## config.mk

```make
export PLATFORM = sky130hd
export DESIGN_NAME = uart_rx_port
export DESIGN_NICKNAME = d
export VERILOG_FILES = /design/src/design/uart_rx_pkg.sv /design/src/design/uart_baud_tick.sv /design/src/design/uart_rx_buffer.sv /design/src/design/uart_rx_port.sv
export SDC_FILE = /design/constraint.sdc
export NUM_CORES = 1
export LEC_CHECK = 0
export ABC_AREA = 1
export BUFFER_PORTS_ARGS = -buffer_cell sky130_fd_sc_hd__buf_4
export CAP_MARGIN = 15
export CORE_UTILIZATION = 26
export DETAILED_ROUTE_END_ITERATION = 7
export GPL_TIMING_DRIVEN = 1
export PLACE_DENSITY_LB_ADDON = 0.1
export SLEW_MARGIN = 15
export SYNTH_ARGS = -nofsm -noshare
export SYNTH_HDL_FRONTEND = slang
export SYNTH_HIERARCHICAL = 1
export SYNTH_SLANG_ARGS = --single-unit
```

## constraint.sdc

```tcl
create_clock -name clk -period 6.2 [get_ports clk]
set_clock_uncertainty 0.1 [all_clocks]
set_input_delay 1.24 -clock clk [delete_from_list [all_inputs] [get_ports clk]]
set_output_delay 1.24 -clock clk [all_outputs]
set_load 0.01 [all_outputs]
```

## src/design/uart_rx_pkg.sv

```systemverilog
// uart_rx_pkg: register map, field layout, reset values and carriers
// for the receive-format and baud-divisor block.
// assumes a single 100 MHz clock and an AHB-Lite register bus.
package uart_rx_pkg;

    // register byte offsets
    localparam logic [7:0] ADDR_RX_DATA      = 8'h00;
    localparam logic [7:0] ADDR_FLAGS        = 8'h18;
    localparam logic [7:0] ADDR_RX_LINE_CTRL = 8'h1c;
    localparam logic [7:0] ADDR_BAUD_INT     = 8'h24;
    localparam logic [7:0] ADDR_BAUD_FRAC    = 8'h28;
    localparam logic [7:0] ADDR_PORT_CTRL    = 8'h30;

    // rx_line_control field positions
    localparam int POS_PARITY_ENABLE = 1;
    localparam int POS_EVEN_SELECT   = 2;
    localparam int POS_TWO_STOP      = 3;
    localparam int POS_FIFO_ENABLE   = 4;
    localparam int POS_WLEN_LO       = 5;
    localparam int POS_STICK_PARITY  = 7;
    // port_control_word field position
    localparam int POS_OVERSAMPLE    = 3;
    // flag register field positions
    localparam int POS_OVERRUN       = 0;
    localparam int POS_RX_EMPTY      = 4;
    localparam int POS_RX_FULL       = 6;

    // reset values
    localparam logic [7:0]  RST_LINE_CTRL = 8'h00;
    localparam logic [15:0] RST_BAUD_INT  = 16'h0000;
    localparam logic [5:0]  RST_BAUD_FRAC = 6'h00;

    // last sample tick index of a bit, fifo depth and pointer width
    localparam logic [3:0] TICKS_MAX_X16 = 4'hf;
    localparam logic [3:0] TICKS_MAX_X8  = 4'h7;
    localparam int         FIFO_DEPTH    = 16;
    localparam int         PTR_W         = 4;

    // AHB transfer type bit that marks an active transfer
    localparam int HTRANS_ACTIVE_BIT = 1;

    typedef struct packed {
        logic       stick_parity;
        logic [1:0] word_length;
        logic       fifo_enable;
        logic       two_stop;
        logic       even_select;
        logic       parity_enable;
        logic       spare;
    } rx_format_type;

    typedef struct packed {
        logic       frame_error;
        logic       parity_error;
        logic [7:0] data;
    } rx_char_type;

    typedef struct packed {
        logic [15:0] integer_part;
        logic [5:0]  fraction_part;
    } divisor_type;

endpackage

```

## src/design/uart_baud_tick.sv

```systemverilog
// uart_baud_tick: fractional baud divider, one-cycle sample tick.
// assumes the divisor input only changes between characters.
`timescale 1ns/1ps
`default_nettype none
module uart_baud_tick
    import uart_rx_pkg::*;
(
    input  wire logic                    clk,
    input  wire logic                    rst_n,
    input  wire uart_rx_pkg::divisor_type divisor,
    output logic                         tick
);
    logic [15:0] count;
    logic [5:0]  frac_acc;
    logic [6:0]  frac_sum;
    logic        enabled;

    // the carry out of the sixty-fourths accumulator stretches one period
    assign frac_sum = {1'b0, frac_acc} + {1'b0, divisor.fraction_part};
    assign enabled  = divisor.integer_part != 16'h0000;
    assign tick     = enabled && count == 16'h0000;

    // period is integer_part cycles, plus one whenever the fraction carries
    always_ff @(posedge clk or negedge rst_n) begin
        if (!rst_n) begin
            count    <= 16'h0000;
            frac_acc <= 6'h00;
        end else if (!enabled) begin
            count    <= 16'h0000;
            frac_acc <= 6'h00;
        end else if (tick) begin
            frac_acc <= frac_sum[5:0];
            count    <= divisor.integer_part - 16'h0001 + {15'h0000, frac_sum[6]};
        end else if (count > divisor.integer_part) begin
            // a shorter divisor written while idle cuts the stale period short
            count    <= divisor.integer_part - 16'h0001;
        end else begin
            count    <= count - 16'h0001;
        end
    end
endmodule
`default_nettype wire

```

## src/design/uart_rx_buffer.sv

```systemverilog
// uart_rx_buffer: receive store, sixteen deep or a single holding slot.
// assumes push and pop come from logic on the same clock.
`timescale 1ns/1ps
`default_nettype none
module uart_rx_buffer
    import uart_rx_pkg::*;
(
    input  wire logic                    clk,
    input  wire logic                    rst_n,
    input  wire logic                    fifo_mode,
    input  wire logic                    push,
    input  wire uart_rx_pkg::rx_char_type push_char,
    input  wire logic                    pop,
    output uart_rx_pkg::rx_char_type     head_char,
    output logic                         empty,
    output logic                         full
);
    rx_char_type      store [FIFO_DEPTH];
    logic [PTR_W-1:0] rd_ptr;
    logic [PTR_W-1:0] wr_ptr;
    logic [PTR_W:0]   level;
    logic             do_push;
    logic             do_pop;

    // character mode caps the level at one entry
    assign empty     = level == '0;
    assign full      = fifo_mode ? level == (PTR_W+1)'(FIFO_DEPTH) : level != '0;
    assign do_push   = push && !full;
    assign do_pop    = pop && !empty;
    assign head_char = store[rd_ptr];

    // pointers and level; a push into a full store is dropped
    always_ff @(posedge clk or negedge rst_n) begin
        if (!rst_n) begin
            rd_ptr <= '0;
            wr_ptr <= '0;
            level  <= '0;
        end else begin
            if (do_push) wr_ptr <= wr_ptr + PTR_W'(1);
            if (do_pop)  rd_ptr <= rd_ptr + PTR_W'(1);
            level <= level + (PTR_W+1)'(do_push) - (PTR_W+1)'(do_pop);
        end
    end

    // storage array, no reset needed on the data
    always_ff @(posedge clk) begin
        if (do_push) store[wr_ptr] <= push_char;
    end
endmodule
`default_nettype wire

```

## src/design/uart_rx_port.sv

```systemverilog
// uart_rx_port: serial receiver with programmable frame format and
// fractional baud divisor, registers over AHB-Lite.
// assumes the receive line is asynchronous and the bus runs on clk.
//
// Notes on behaviour
// - parity enable 0 means no parity bit; 1 means a parity bit is checked
// - parity checks odd ones when even-select is 0, even when it is 1
// - stick parity expects 0 with even-select 1, 1 with even-select 0
// - two-stop select 0 checks one stop bit, 1 checks two
// - fifo enable 0 gives one holding slot, 1 buffers in the fifo
// - word length code 00..11 gives five to eight data bits
// - sixteen-bit writable integer part of the baud divisor
// - oversample select 0 gives sixteen ticks per bit
// - oversample select 1 gives eight ticks per bit
// - new divisor values apply only after the current character ends
// - six-bit writable fractional part used with the integer part
//
// Register access over AHB-Lite is this design's own decision.
`timescale 1ns/1ps
`default_nettype none
module uart_rx_port
    import uart_rx_pkg::*;
(
    input  wire logic        clk,
    input  wire logic        rst_n,
    input  wire logic        hsel,
    input  wire logic [31:0] haddr,
    input  wire logic [1:0]  htrans,
    input  wire logic        hwrite,
    input  wire logic [2:0]  hsize,
    input  wire logic [31:0] hwdata,
    input  wire logic        hready,
    output logic             hreadyout,
    output logic             hresp,
    output logic [31:0]      hrdata,
    input  wire logic        rx_line,
    output logic             rx_frame_done
);
    import uart_rx_pkg::*;

    // receive states, one-hot
    typedef enum logic [4:0] {
        RX_IDLE   = 5'b00001,
        RX_START  = 5'b00010,
        RX_DATA   = 5'b00100,
        RX_PARITY = 5'b01000,
        RX_STOP   = 5'b10000
    } rx_state_type;

    // number of data bits for a word length code
    function automatic logic [3:0] data_bits(input logic [1:0] code);
        return 4'h5 + {2'b00, code};
    endfunction

    // -------- bus side state --------
    rx_format_type line_ctrl;
    logic [15:0]   baud_int;
    logic [5:0]    baud_frac;
    logic          oversample_select;
    logic          overrun;
    logic          dphase_write;
    logic          dphase_read;
    logic          read_wait;
    logic [7:0]    dphase_addr;

    // -------- receiver state --------
    rx_state_type  state;
    rx_state_type  next_state;
    divisor_type   active_div;
    logic          active_ovs;
    rx_format_type frame_fmt;
    logic [3:0]    tick_cnt;
    logic [3:0]    bit_cnt;
    logic [7:0]    shift;
    logic          parity_bit;
    logic          stop_error;
    logic          sync_0;
    logic          sync_1;
    logic          tick;

    // -------- buffer wiring --------
    rx_char_type   head_char;
    rx_char_type   push_char;
    logic          buf_empty;
    logic          buf_full;
    logic          push;
    logic          pop;

    // -------- bus decode --------
    wire        addr_phase   = hsel && htrans[HTRANS_ACTIVE_BIT] && hready;
    wire        take_write   = addr_phase && hwrite;
    wire        take_read    = addr_phase && !hwrite;

    // data-phase register hits
    wire        wr_line      = dphase_write && dphase_addr == ADDR_RX_LINE_CTRL;
    wire        wr_int       = dphase_write && dphase_addr == ADDR_BAUD_INT;
    wire        wr_frac      = dphase_write && dphase_addr == ADDR_BAUD_FRAC;
    wire        wr_port      = dphase_write && dphase_addr == ADDR_PORT_CTRL;
    wire        wr_flags     = dphase_write && dphase_addr == ADDR_FLAGS;

    // capture on the stall cycle so hrdata stands when hreadyout rises
    wire        rd_capture   = dphase_read && !read_wait;
    wire        rd_data_reg  = rd_capture && dphase_addr == ADDR_RX_DATA;

    // -------- receiver decode --------
    wire [3:0]  bit_last     = active_ovs ? TICKS_MAX_X8 : TICKS_MAX_X16;
    wire [3:0]  bit_half     = {1'b0, bit_last[3:1]};
    wire        at_mid       = tick && tick_cnt == bit_half;
    wire        at_end       = tick && tick_cnt == bit_last;

    // synchronised level and the frozen frame shape
    wire        rx_level     = sync_1;
    wire [3:0]  word_bits    = data_bits(frame_fmt.word_length);
    wire        last_data    = bit_cnt == word_bits - 4'h1;
    wire        last_stop    = frame_fmt.two_stop ? bit_cnt == 4'h1 : 1'b1;
    wire [7:0]  aligned_data = shift >> (4'h8 - word_bits);

    // parity: a stick bit, or the ones count of data plus parity
    wire        ones_odd     = ^{aligned_data, parity_bit};
    wire        stick_expect = !frame_fmt.even_select;
    wire        parity_fault = !frame_fmt.parity_enable ? 1'b0 :
                               frame_fmt.stick_parity ?
                               parity_bit != stick_expect :
                               frame_fmt.even_select ? ones_odd : !ones_odd;

    // a character closes at the middle of its last stop bit
    wire        char_done    = state == RX_STOP && at_mid && last_stop;
    wire        idle_now     = state == RX_IDLE;

    // -------- bus outputs --------
    // reads take one wait so that the fifo pop and the data line up
    assign hreadyout = !(dphase_read && !read_wait);
    // never an error response
    assign hresp     = 1'b0;

    // a data read pops the buffer, a finished character pushes it
    assign pop       = rd_data_reg;
    assign push      = char_done;
    assign push_char = '{frame_error:  stop_error || !rx_level,
                         parity_error: parity_fault,
                         data:         aligned_data};

    // address phase capture
    always_ff @(posedge clk or negedge rst_n) begin
        if (!rst_n) begin
            dphase_write <= 1'b0;
            dphase_read  <= 1'b0;
            dphase_addr  <= 8'h00;
        end else if (hreadyout) begin
            dphase_write <= take_write;
            dphase_read  <= take_read;
            dphase_addr  <= haddr[7:0];
        end
    end

    // one-cycle wait flag for reads
    always_ff @(posedge clk or negedge rst_n) begin
        if (!rst_n) begin
            read_wait <= 1'b0;
        end else begin
            read_wait <= dphase_read && !read_wait;
        end
    end

    // software-written format and divisor registers
    // bits above each field are ignored on write
    always_ff @(posedge clk or negedge rst_n) begin
        if (!rst_n) begin
            line_ctrl         <= rx_format_type'(RST_LINE_CTRL);
            baud_int          <= RST_BAUD_INT;
            baud_frac         <= RST_BAUD_FRAC;
            oversample_select <= 1'b0;
        end else begin
            if (wr_line) line_ctrl <= rx_format_type'(hwdata[7:0]);
            if (wr_int)  baud_int  <= hwdata[15:0];
            if (wr_frac) baud_frac <= hwdata[5:0];
            if (wr_port) oversample_select <= hwdata[POS_OVERSAMPLE];
        end
    end

    // overrun is sticky; a new overrun beats a clear in the same cycle
    // the flag clears only by writing one to its bit
    always_ff @(posedge clk or negedge rst_n) begin
        if (!rst_n) begin
            overrun <= 1'b0;
        end else if (push && buf_full) begin
            overrun <= 1'b1;
        end else if (wr_flags && hwdata[POS_OVERRUN]) begin
            overrun <= 1'b0;
        end
    end

    // read data mux, registered in the first data-phase cycle
    always_ff @(posedge clk or negedge rst_n) begin
        if (!rst_n) begin
            hrdata <= 32'h0000_0000;
        end else if (rd_capture) begin
            case (dphase_addr)
                ADDR_RX_DATA:
                    hrdata <= buf_empty ? 32'h0000_0000 : {22'h00_0000, head_char};
                ADDR_FLAGS: begin
                    hrdata <= 32'h0000_0000;
                    hrdata[POS_OVERRUN]  <= overrun;
                    hrdata[POS_RX_EMPTY] <= buf_empty;
                    hrdata[POS_RX_FULL]  <= buf_full;
                end
                ADDR_RX_LINE_CTRL: hrdata <= {24'h00_0000, line_ctrl};
                ADDR_BAUD_INT:     hrdata <= {16'h0000, baud_int};
                ADDR_BAUD_FRAC:    hrdata <= {26'h000_0000, baud_frac};
                ADDR_PORT_CTRL: begin
                    hrdata <= 32'h0000_0000;
                    hrdata[POS_OVERSAMPLE] <= oversample_select;
                end
                default:           hrdata <= 32'h0000_0000;
            endcase
        end
    end

    // two-flop synchroniser on the receive pin
    // only the second flop feeds the receiver logic
    always_ff @(posedge clk or negedge rst_n) begin
        if (!rst_n) begin
            sync_0 <= 1'b1;
            sync_1 <= 1'b1;
        end else begin
            sync_0 <= rx_line;
            sync_1 <= sync_0;
        end
    end

    // divisor and rate only reload between characters, so a bit never
    // stretches or shrinks halfway through a frame
    always_ff @(posedge clk or negedge rst_n) begin
        if (!rst_n) begin
            active_div <= '{integer_part: RST_BAUD_INT, fraction_part: RST_BAUD_FRAC};
            active_ovs <= 1'b0;
        end else if (idle_now) begin
            active_div <= '{integer_part: baud_int, fraction_part: baud_frac};
            active_ovs <= oversample_select;
        end
    end

    uart_baud_tick u_baud_tick (
        .clk     (clk),
        .rst_n   (rst_n),
        .divisor (active_div),
        .tick    (tick)
    );

    // receive state transitions
    always_comb begin
        next_state = state;
        case (state)
            RX_IDLE:   if (tick && !rx_level) next_state = RX_START;
            RX_START:  if (at_mid) next_state = rx_level ? RX_IDLE : RX_DATA;
            RX_DATA:   if (at_mid && last_data)
                           next_state = frame_fmt.parity_enable ? RX_PARITY : RX_STOP;
            RX_PARITY: if (at_mid) next_state = RX_STOP;
            RX_STOP:   if (at_mid && last_stop) next_state = RX_IDLE;
            default:   next_state = RX_IDLE;
        endcase
    end

    // state register
    always_ff @(posedge clk or negedge rst_n) begin
        if (!rst_n) begin
            state <= RX_IDLE;
        end else begin
            state <= next_state;
        end
    end

    // tick counter: phase within a bit, restarted on the start edge
    always_ff @(posedge clk or negedge rst_n) begin
        if (!rst_n) begin
            tick_cnt <= 4'h0;
        end else if (idle_now) begin
            tick_cnt <= 4'h1;
        end else if (at_end) begin
            tick_cnt <= 4'h0;
        end else if (tick) begin
            tick_cnt <= tick_cnt + 4'h1;
        end
    end

    // format is frozen at the start bit so mid-frame writes cannot tear it
    always_ff @(posedge clk or negedge rst_n) begin
        if (!rst_n) begin
            frame_fmt <= rx_format_type'(RST_LINE_CTRL);
        end else if (idle_now) begin
            frame_fmt <= line_ctrl;
        end
    end

    // bit sampling at the middle of each bit
    always_ff @(posedge clk or negedge rst_n) begin
        if (!rst_n) begin
            bit_cnt    <= 4'h0;
            shift      <= 8'h00;
            parity_bit <= 1'b0;
            stop_error <= 1'b0;
        end else if (at_mid) begin
            case (state)
                RX_START: begin
                    bit_cnt    <= 4'h0;
                    stop_error <= 1'b0;
                end
                RX_DATA: begin
                    shift   <= {rx_level, shift[7:1]};             // lsb first
                    bit_cnt <= last_data ? 4'h0 : bit_cnt + 4'h1;
                end
                RX_PARITY: parity_bit <= rx_level;
                RX_STOP: begin
                    stop_error <= stop_error || !rx_level;
                    bit_cnt    <= bit_cnt + 4'h1;
                end
                default: bit_cnt <= bit_cnt;
            endcase
        end
    end

    // completion pulse for the surrounding logic
    // it follows the push, so the data is readable
    always_ff @(posedge clk or negedge rst_n) begin
        if (!rst_n) begin
            rx_frame_done <= 1'b0;
        end else begin
            rx_frame_done <= char_done;
        end
    end

    uart_rx_buffer u_rx_buffer (
        .clk       (clk),
        .rst_n     (rst_n),
        .fifo_mode (line_ctrl.fifo_enable),
        .push      (push),
        .push_char (push_char),
        .pop       (pop),
        .head_char (head_char),
        .empty     (buf_empty),
        .full      (buf_full)
    );

endmodule
`default_nettype wire

```

==> impl_metrics.yaml, run 1 <==
outcome:
  status: "complete, no violations"
critical_path:
  crit_fanout: 21
  critPathRequiredTime_ns: 6.53
  slowest_stage: "ha_1"
  arrival_ns: 5.19
  cp-end-kind: "flop"
  crit_type: "flop to flop"
  start_kind: "flop"
  slowest_delay_ns: 0.42
  crit_top_cell: "inv_1"
layout:
  n_antenna_cell: 0
  post-route-util_pct: 30.2
  nets: 2090
  fillerInstances: 6542
  drive_gt1_share_pct: 10.7
  area_delta_synth_final_pct: 15.1
clock_tree:
  cts_resized: 0
  clkTransAtPathRegs_ns: 0.05
  post_cts_buffers: 0
  cts_tree: "yes"
  hold_buffers: 0
  h-tree-depth: 2
  clock_latency_ns: 0.56
  cts_buffer_depth: 3
  clock_sinks: 309
  cts_buffers: 38
  ctsRootBufferMaster: "clkbuf_16"
synth:
  synth_flop_cell: "edfxtp_1"
  ys_top_cells_by_area: "edfxtp_1 30%, dfrtp_1 23%, nand2_1 15%, inv_1 5.2%, nand3_1 4.0%"
  synth_top_area_cell: "edfxtp_1"
  synth-seq-area-share_pct: 52.8
  synth_cell_types: 54
  async_reset_ff_share_pct: 48.2
  synth_top_cell_area_share_pct: 29.7
  avgSynthCellArea_sq_um: 8.46
  netlist_instances: 1912
  synth-seq-cells: 309
  syn_area_sq_mm: 0.0162
  synth-warning-count: 6
  synth_edf_count: 160
route:
  routed_via_density: 4.36
  drtIter0Drc: 749
  routed_wl_mm: 46.7
  drt_pass1_iterations: 5
  ant_nets: 0
  drc: 0
  routedWlPerCell_um: 16.5
  vias: 12400
power:
  power_density_mw_per_mm2: 417
  peakVddDrop_mv: 0.194
  leakage_nw: 8.46
timing:
  rsz0062_at_grt: "false"
  fin_crit_sh_pct: 78.3
  report.final.hold_viol_count: 0
  worstMarginPinSlew_ns: 1.00
  setup_ws_ns: 1.34
  period_minus_slack_ns: 4.86
  fin_tns_setup_ns: 0
  slew_headroom_pct: 33.0
  max_freq_mhz: 206
  setup_violations: 0
  drv_slew: 0
global_routing:
  grt.total_usage_pct: 15.0
  overflow: 0
  antenna_found_initial: 0
  grt_pass1_vias: 12100
  grt_max_degree: 58
  grt_pass1_wl_mm: 72.7
floorplan:
  core_sq_mm: 0.0616
  die_w_um: 251
  die_h_um: 251
  rows: 91
  io-pin-count: 110
  fp.dieArea_sq_mm: 0.0632
  start_util_pct: 26.3
placement:
  portBuffers: 48
  place.gp.congestion: 0.802
  dp_slack_ns: 1.34
  dp_hpwl_mm: 32.7
job:
  maxCapViolations: 0
hold_path:
  min_path_type: "flop to flop"
[through the flow]
step / instance area, sq um / hold WS, ns / total power, mW / std cells
final: 18600 / 0.256 / 7.76 / 2836
after global routing: 18600 / 0.267 / 8.40 / 2836
after detailed placement: 17400 / 0.251 / 5.67 / 2768
after CTS: 18600 / 0.260 / 7.92 / 2836
after global placement: 17400 / 0.249 / 5.65 / 2768
after floorplan: 16200 / 0.245 / 4.83 / 1928
[Yosys cell counts, types with 15 or more instances]
cell type and number:
edfxtp_1 160, nand3_1 129, ha_1 42, a21oi_1 41, nor3_1 33, nor2_2 16, nor2_1 146, inv_2 15
nand2_1 625, nand4_1 17, clkbuf_1 26, nand2_2 18, o21ai_0 106, dfrtp_1 146, inv_1 226, buf_4 30
xor2_1 15
[path summary, 6_finish.rpt]
kind | cells past startpoint | end | slack, ns | start
min in group asynchronous | 1 | dphase_addr[7]$_DFFE_PN0N_ | 0.54 | rst_n
min reg2reg | 0 | rx_level$_DFF_PN1_ | 0.26 | sync_0$_DFF_PN1_
max | 26 | u_rx_buffer/level[4]$_DFF_PN0_ | 1.34 | u_baud_tick/count[0]$_DFF_PN0_
max in group asynchronous | 2 | shift[0]$_DFFE_PN0P_ | 4.23 | rst_n
max reg2reg | 26 | u_rx_buffer/level[4]$_DFF_PN0_ | 1.34 | u_baud_tick/count[0]$_DFF_PN0_
min | 0 | rx_level$_DFF_PN1_ | 0.26 | sync_0$_DFF_PN1_
[kinds of logic after synthesis]
| group | after synthesis | share of synthesized area (%) |
|---|---|---|
| and+or+nand+nor | 1014 | 26.8 |
| other | 1 | 0.0232 |
| AOI/OAI and AO/OA | 200 | 6.86 |
| xor gates and xnor gates | 26 | 1.50 |
| DFF | 309 | 52.8 |
| adders and majority gates | 44 | 3.50 |
| buffers and inverters | 318 | 8.49 |
[state kept, by name (all words and copies together), names as in the netlist, 8 cells and up]
signal and cells:
line_ctrl 8, active_div 22, shift 8, u_baud_tick/count 16, u_rx_buffer/store 160, dphase_addr 8, baud_int 16, hrdata 16
[critical path: cells and delay by family (launching register included)]
kind,cells,cell delay (ns)
fa+ha+maj,4,1.21
buf+inv,8,0.84
compound gates,1,0.16
flops,1,0.37
simple gates,13,2.07
[metal layers]
layer	wire length, um	share of wire [%]	GRT usage, %
met5	0	0	0
met2	21100	45	23.8
met1	23300	50	21.6
met4	673	1.4	3.29
met3	1590	3.4	2.32
[final cells by class]
cell class / instances / area (sq um) / area share, %
Tap cell: 837 / 1050 / 5.62
Sequential cell: 309 / 8540 / 45.9
Timing Repair Buffer: 78 / 589 / 3.17
Clock inverter: 16 / 153 / 0.820
Clock buffer: 52 / 1050 / 5.66
Inverter: 243 / 912 / 4.90
Multi-Input combinational cell: 1301 / 6330 / 34.0
[cells in the final DEF (no fill, tap or decap), types with 17 or more instances in the layout]
master / count
o21ai_0: 106
clkbuf_16: 38
edfxtp_1: 160
inv_1: 226
buf_4: 77
nand4_1: 17
nor2_1: 145
nor3_1: 33
a21oi_1: 41
nand2_1: 625
ha_1: 42
nand2_2: 18
conb_1: 17
dfrtp_1: 145
nand3_1: 129
nor2_2: 17
[power by group]
part / internal (mW) / leakage, nW / switching [mW] / total [mW]
sequential: 2.66 / 3.12 / 0.236 / 2.89
clock: 1.28 / 0.600 / 0.910 / 2.19
combinational: 0.783 / 4.73 / 1.89 / 2.68
(Power assumes the default switching activity.)
==> run 2, diff against run 1 <==
Settings changed: ABC_AREA 1 to 0.
Clock period 6.2 ns to 3.9 ns, I/O delays scaled along.
==> impl_metrics.yaml, run 2 <==
outcome:
  status: "finished with violations"
  violations: "negative setup slack"
timing:
  period_minus_slack_ns: 4.19
  setup_ws_ns: -0.291
  setup_violations: 44
  worstMarginPinSlew_ns: 0.990
  report.final.hold_viol_count: 0
  fin_crit_sh_pct: 107
  max_freq_mhz: 239
  drv_slew: 0
  rsz0062_at_grt: "true"
  slew_headroom_pct: 34.0
route:
  ant_nets: 0
  vias: 10100
  routed_wl_mm: 43.0
  drt_pass1_iterations: 4
  drtIter0Drc: 561
  routed_via_density: 4.67
  drc: 0
  routedWlPerCell_um: 19.9
synth:
  syn_area_sq_mm: 0.0151
  synth_flop_cell: "edfxtp_1"
  netlist_instances: 1242
  synth.most_common_cell: "nand2_1"
  synth_edf_count: 160
  synth_top_cell_area_share_pct: 31.7
  synth_common_cells: "186 x nand2_1, 160 x edfxtp_1, 146 x dfrtp_1"
  synth_cell_types: 94
  avgSynthCellArea_sq_um: 12.2
  synth-seq-cells: 309
  synth_top_area_cell: "edfxtp_1"
  synth-seq-area-share_pct: 56.4
  async_reset_ff_share_pct: 48.2
  ys_top_cells_by_area: "edfxtp_1 32%, dfrtp_1 24%, nand2_1 4.6%, mux4_2 3.7%, ha_1 3.5%"
  synth-warning-count: 6
layout:
  layout_common_cells: "185 x nand2_1, 160 x edfxtp_1, 145 x dfrtp_1"
  drive_gt1_share_pct: 22.2
  n_antenna_cell: 0
  top_register: "u_rx_buffer/store"
  reg_top3: "u_rx_buffer/store (160), active_div (22)"
  layout_commonest_cell: "nand2_1"
  area_delta_synth_final_pct: 22.1
  nets: 1489
  largest_register_ffs: 160
clock_tree:
  h-tree-depth: 2
  clkTransAtPathRegs_ns: 0.06
  cts_tree: "yes"
  cts_buffers: 39
  hold_buffers: 0
  ctsRootBufferMaster: "clkbuf_16"
  clock_latency_ns: 0.56
  cts_buffer_depth: 3
  clock_sinks: 309
power:
  power_density_mw_per_mm2: 532
  power.total_mw: 9.83
  leakage_nw: 7.08
  peakVddDrop_mv: 0.232
global_routing:
  overflow: 0
  grt_pass1_wl_mm: 65.9
  grt_max_degree: 94
  grt.total_usage_pct: 14.8
  grt_pass1_vias: 10400
  antenna_found_initial: 0
floorplan:
  die_h_um: 243
  die_w_um: 243
  start_util_pct: 26.3
  rows: 88
  io-pin-count: 110
  fp.dieArea_sq_mm: 0.0592
  core_sq_mm: 0.0576
critical_path:
  crit_fanout: 3
  crit_type: "flop to flop"
  arrival_ns: 4.57
  start_kind: "flop"
  cp-end-kind: "flop"
  critPathRequiredTime_ns: 4.28
placement:
  portBuffers: 48
  place.gp.congestion: 0.803
  dp_hpwl_mm: 30.6
  dp_slack_ns: -0.533
job:
  maxCapViolations: 0
hold_path:
  min_path_type: "primary input to async pin"
[run 2: cell count changes after synthesis, sizes merged, moves of 43 or more]
cell   change
nor2     -110
o21ai     -68
mux2      +43
nand2    -459
mux2i     +51
inv      -199
nand3    -106
[run 2: path summary, 6_finish.rpt]
check	startpoint	end	slack, ns	depth (start not counted)
max	u_baud_tick/count[8]$_DFF_PN0_	u_rx_buffer/level[4]$_DFF_PN0_	-0.29	19
min	rst_n	dphase_addr[0]$_DFFE_PN0N_	0.23	1
max reg2reg	u_baud_tick/count[8]$_DFF_PN0_	u_rx_buffer/level[4]$_DFF_PN0_	-0.29	19
min reg2reg	sync_0$_DFF_PN1_	rx_level$_DFF_PN1_	0.25	0
max in group asynchronous	rst_n	tick_cnt[0]$_DFFE_PN0P_	2.54	2
min in group clk	sync_0$_DFF_PN1_	rx_level$_DFF_PN1_	0.25	0
[run 2: power by group]
part	total (mW)	leakage, nW	internal [mW]	switching, mW
logic	2.56	3.23	1.06	1.50
clock network	3.36	0.575	1.94	1.41
registers	3.92	3.27	3.71	0.213
total	9.83	7.08	6.71	3.13
[run 2: area by class of cell]
type                    count  area (sq um)
fillers                  5781         39100
flip-flops and latches    309          8540
multi-input cells         831          6330
repair buffers            146          1320
clock buffers              55          1090
well taps                 765           957
inverters                  43           164
clock inverters            14          92.6
[run 2: logic make-up (layout without fill, tap and decap cells)]
| kind of cell | count (synthesis) | count (layout) | synth area share [%] |
|---|---|---|---|
| muxes | 119 | 119 | 10.3 |
| AOI/OAI and AO/OA | 201 | 201 | 9.26 |
| other | 1 | 17 | 0.0248 |
| xor gates and xnor gates | 63 | 63 | 3.73 |
| buffers and inverters | 118 | 258 | 3.87 |
| and+or+nand+nor | 387 | 387 | 12.7 |
| adders and majority gates | 44 | 44 | 3.73 |
| DFF | 309 | 309 | 56.4 |
[run 2: per-stage QoR]
step / setup TNS [ns] / hold WS [ns] / cells / utilization (%) / instance area (sq um)
finish: -2.03 / 0.227 / 2163 / 32.1 / 18500
global route: -25.03 / 0.238 / 2163 / 32.1 / 18500
CTS: -12.80 / 0.239 / 2161 / 32.0 / 18500
detailed placement: -26.41 / 0.249 / 2090 / 29.9 / 17200
global placement: -22.47 / 0.250 / 2090 / 29.9 / 17200
floorplan: -42.14 / 0.245 / 1258 / - / 15400
[run 2: repair_timing]
action	4_1_cts	5_1_grt
gates resized for setup	6	7
buffers inserted	2	4
pin swaps	2	1
setup endpoints to repair	165	168
[run 2: layer usage]
metal / vias to the layer above / global-route usage [%] / routed length, um
li1: 4773 / - / -
met1: 5111 / 20.6 / 20800
met2: 168 / 23.2 / 19600
met3: 49 / 2.88 / 1800
met4: 0 / 4.05 / 859
met5: - / 0 / 0
[run 2: critical path, cell delays in order (launching register included)]
cell and delay (ns):
dfrtp_1 0.37, or4_4 0.55, nor4b_4 0.30, nand2b_1 0.14, or4_4 0.47, nor2_4 0.16, nand2_4 0.06, or3_4 0.33
a21o_1 0.20, nor2_4 0.15, nand2_4 0.11, ha_4 0.23, inv_4 0.05, ha_4 0.12, inv_2 0.03, fa_2 0.34
inv_1 0.08, a21oi_2 0.05, o21bai_1 0.15, xnor2_1 0.13
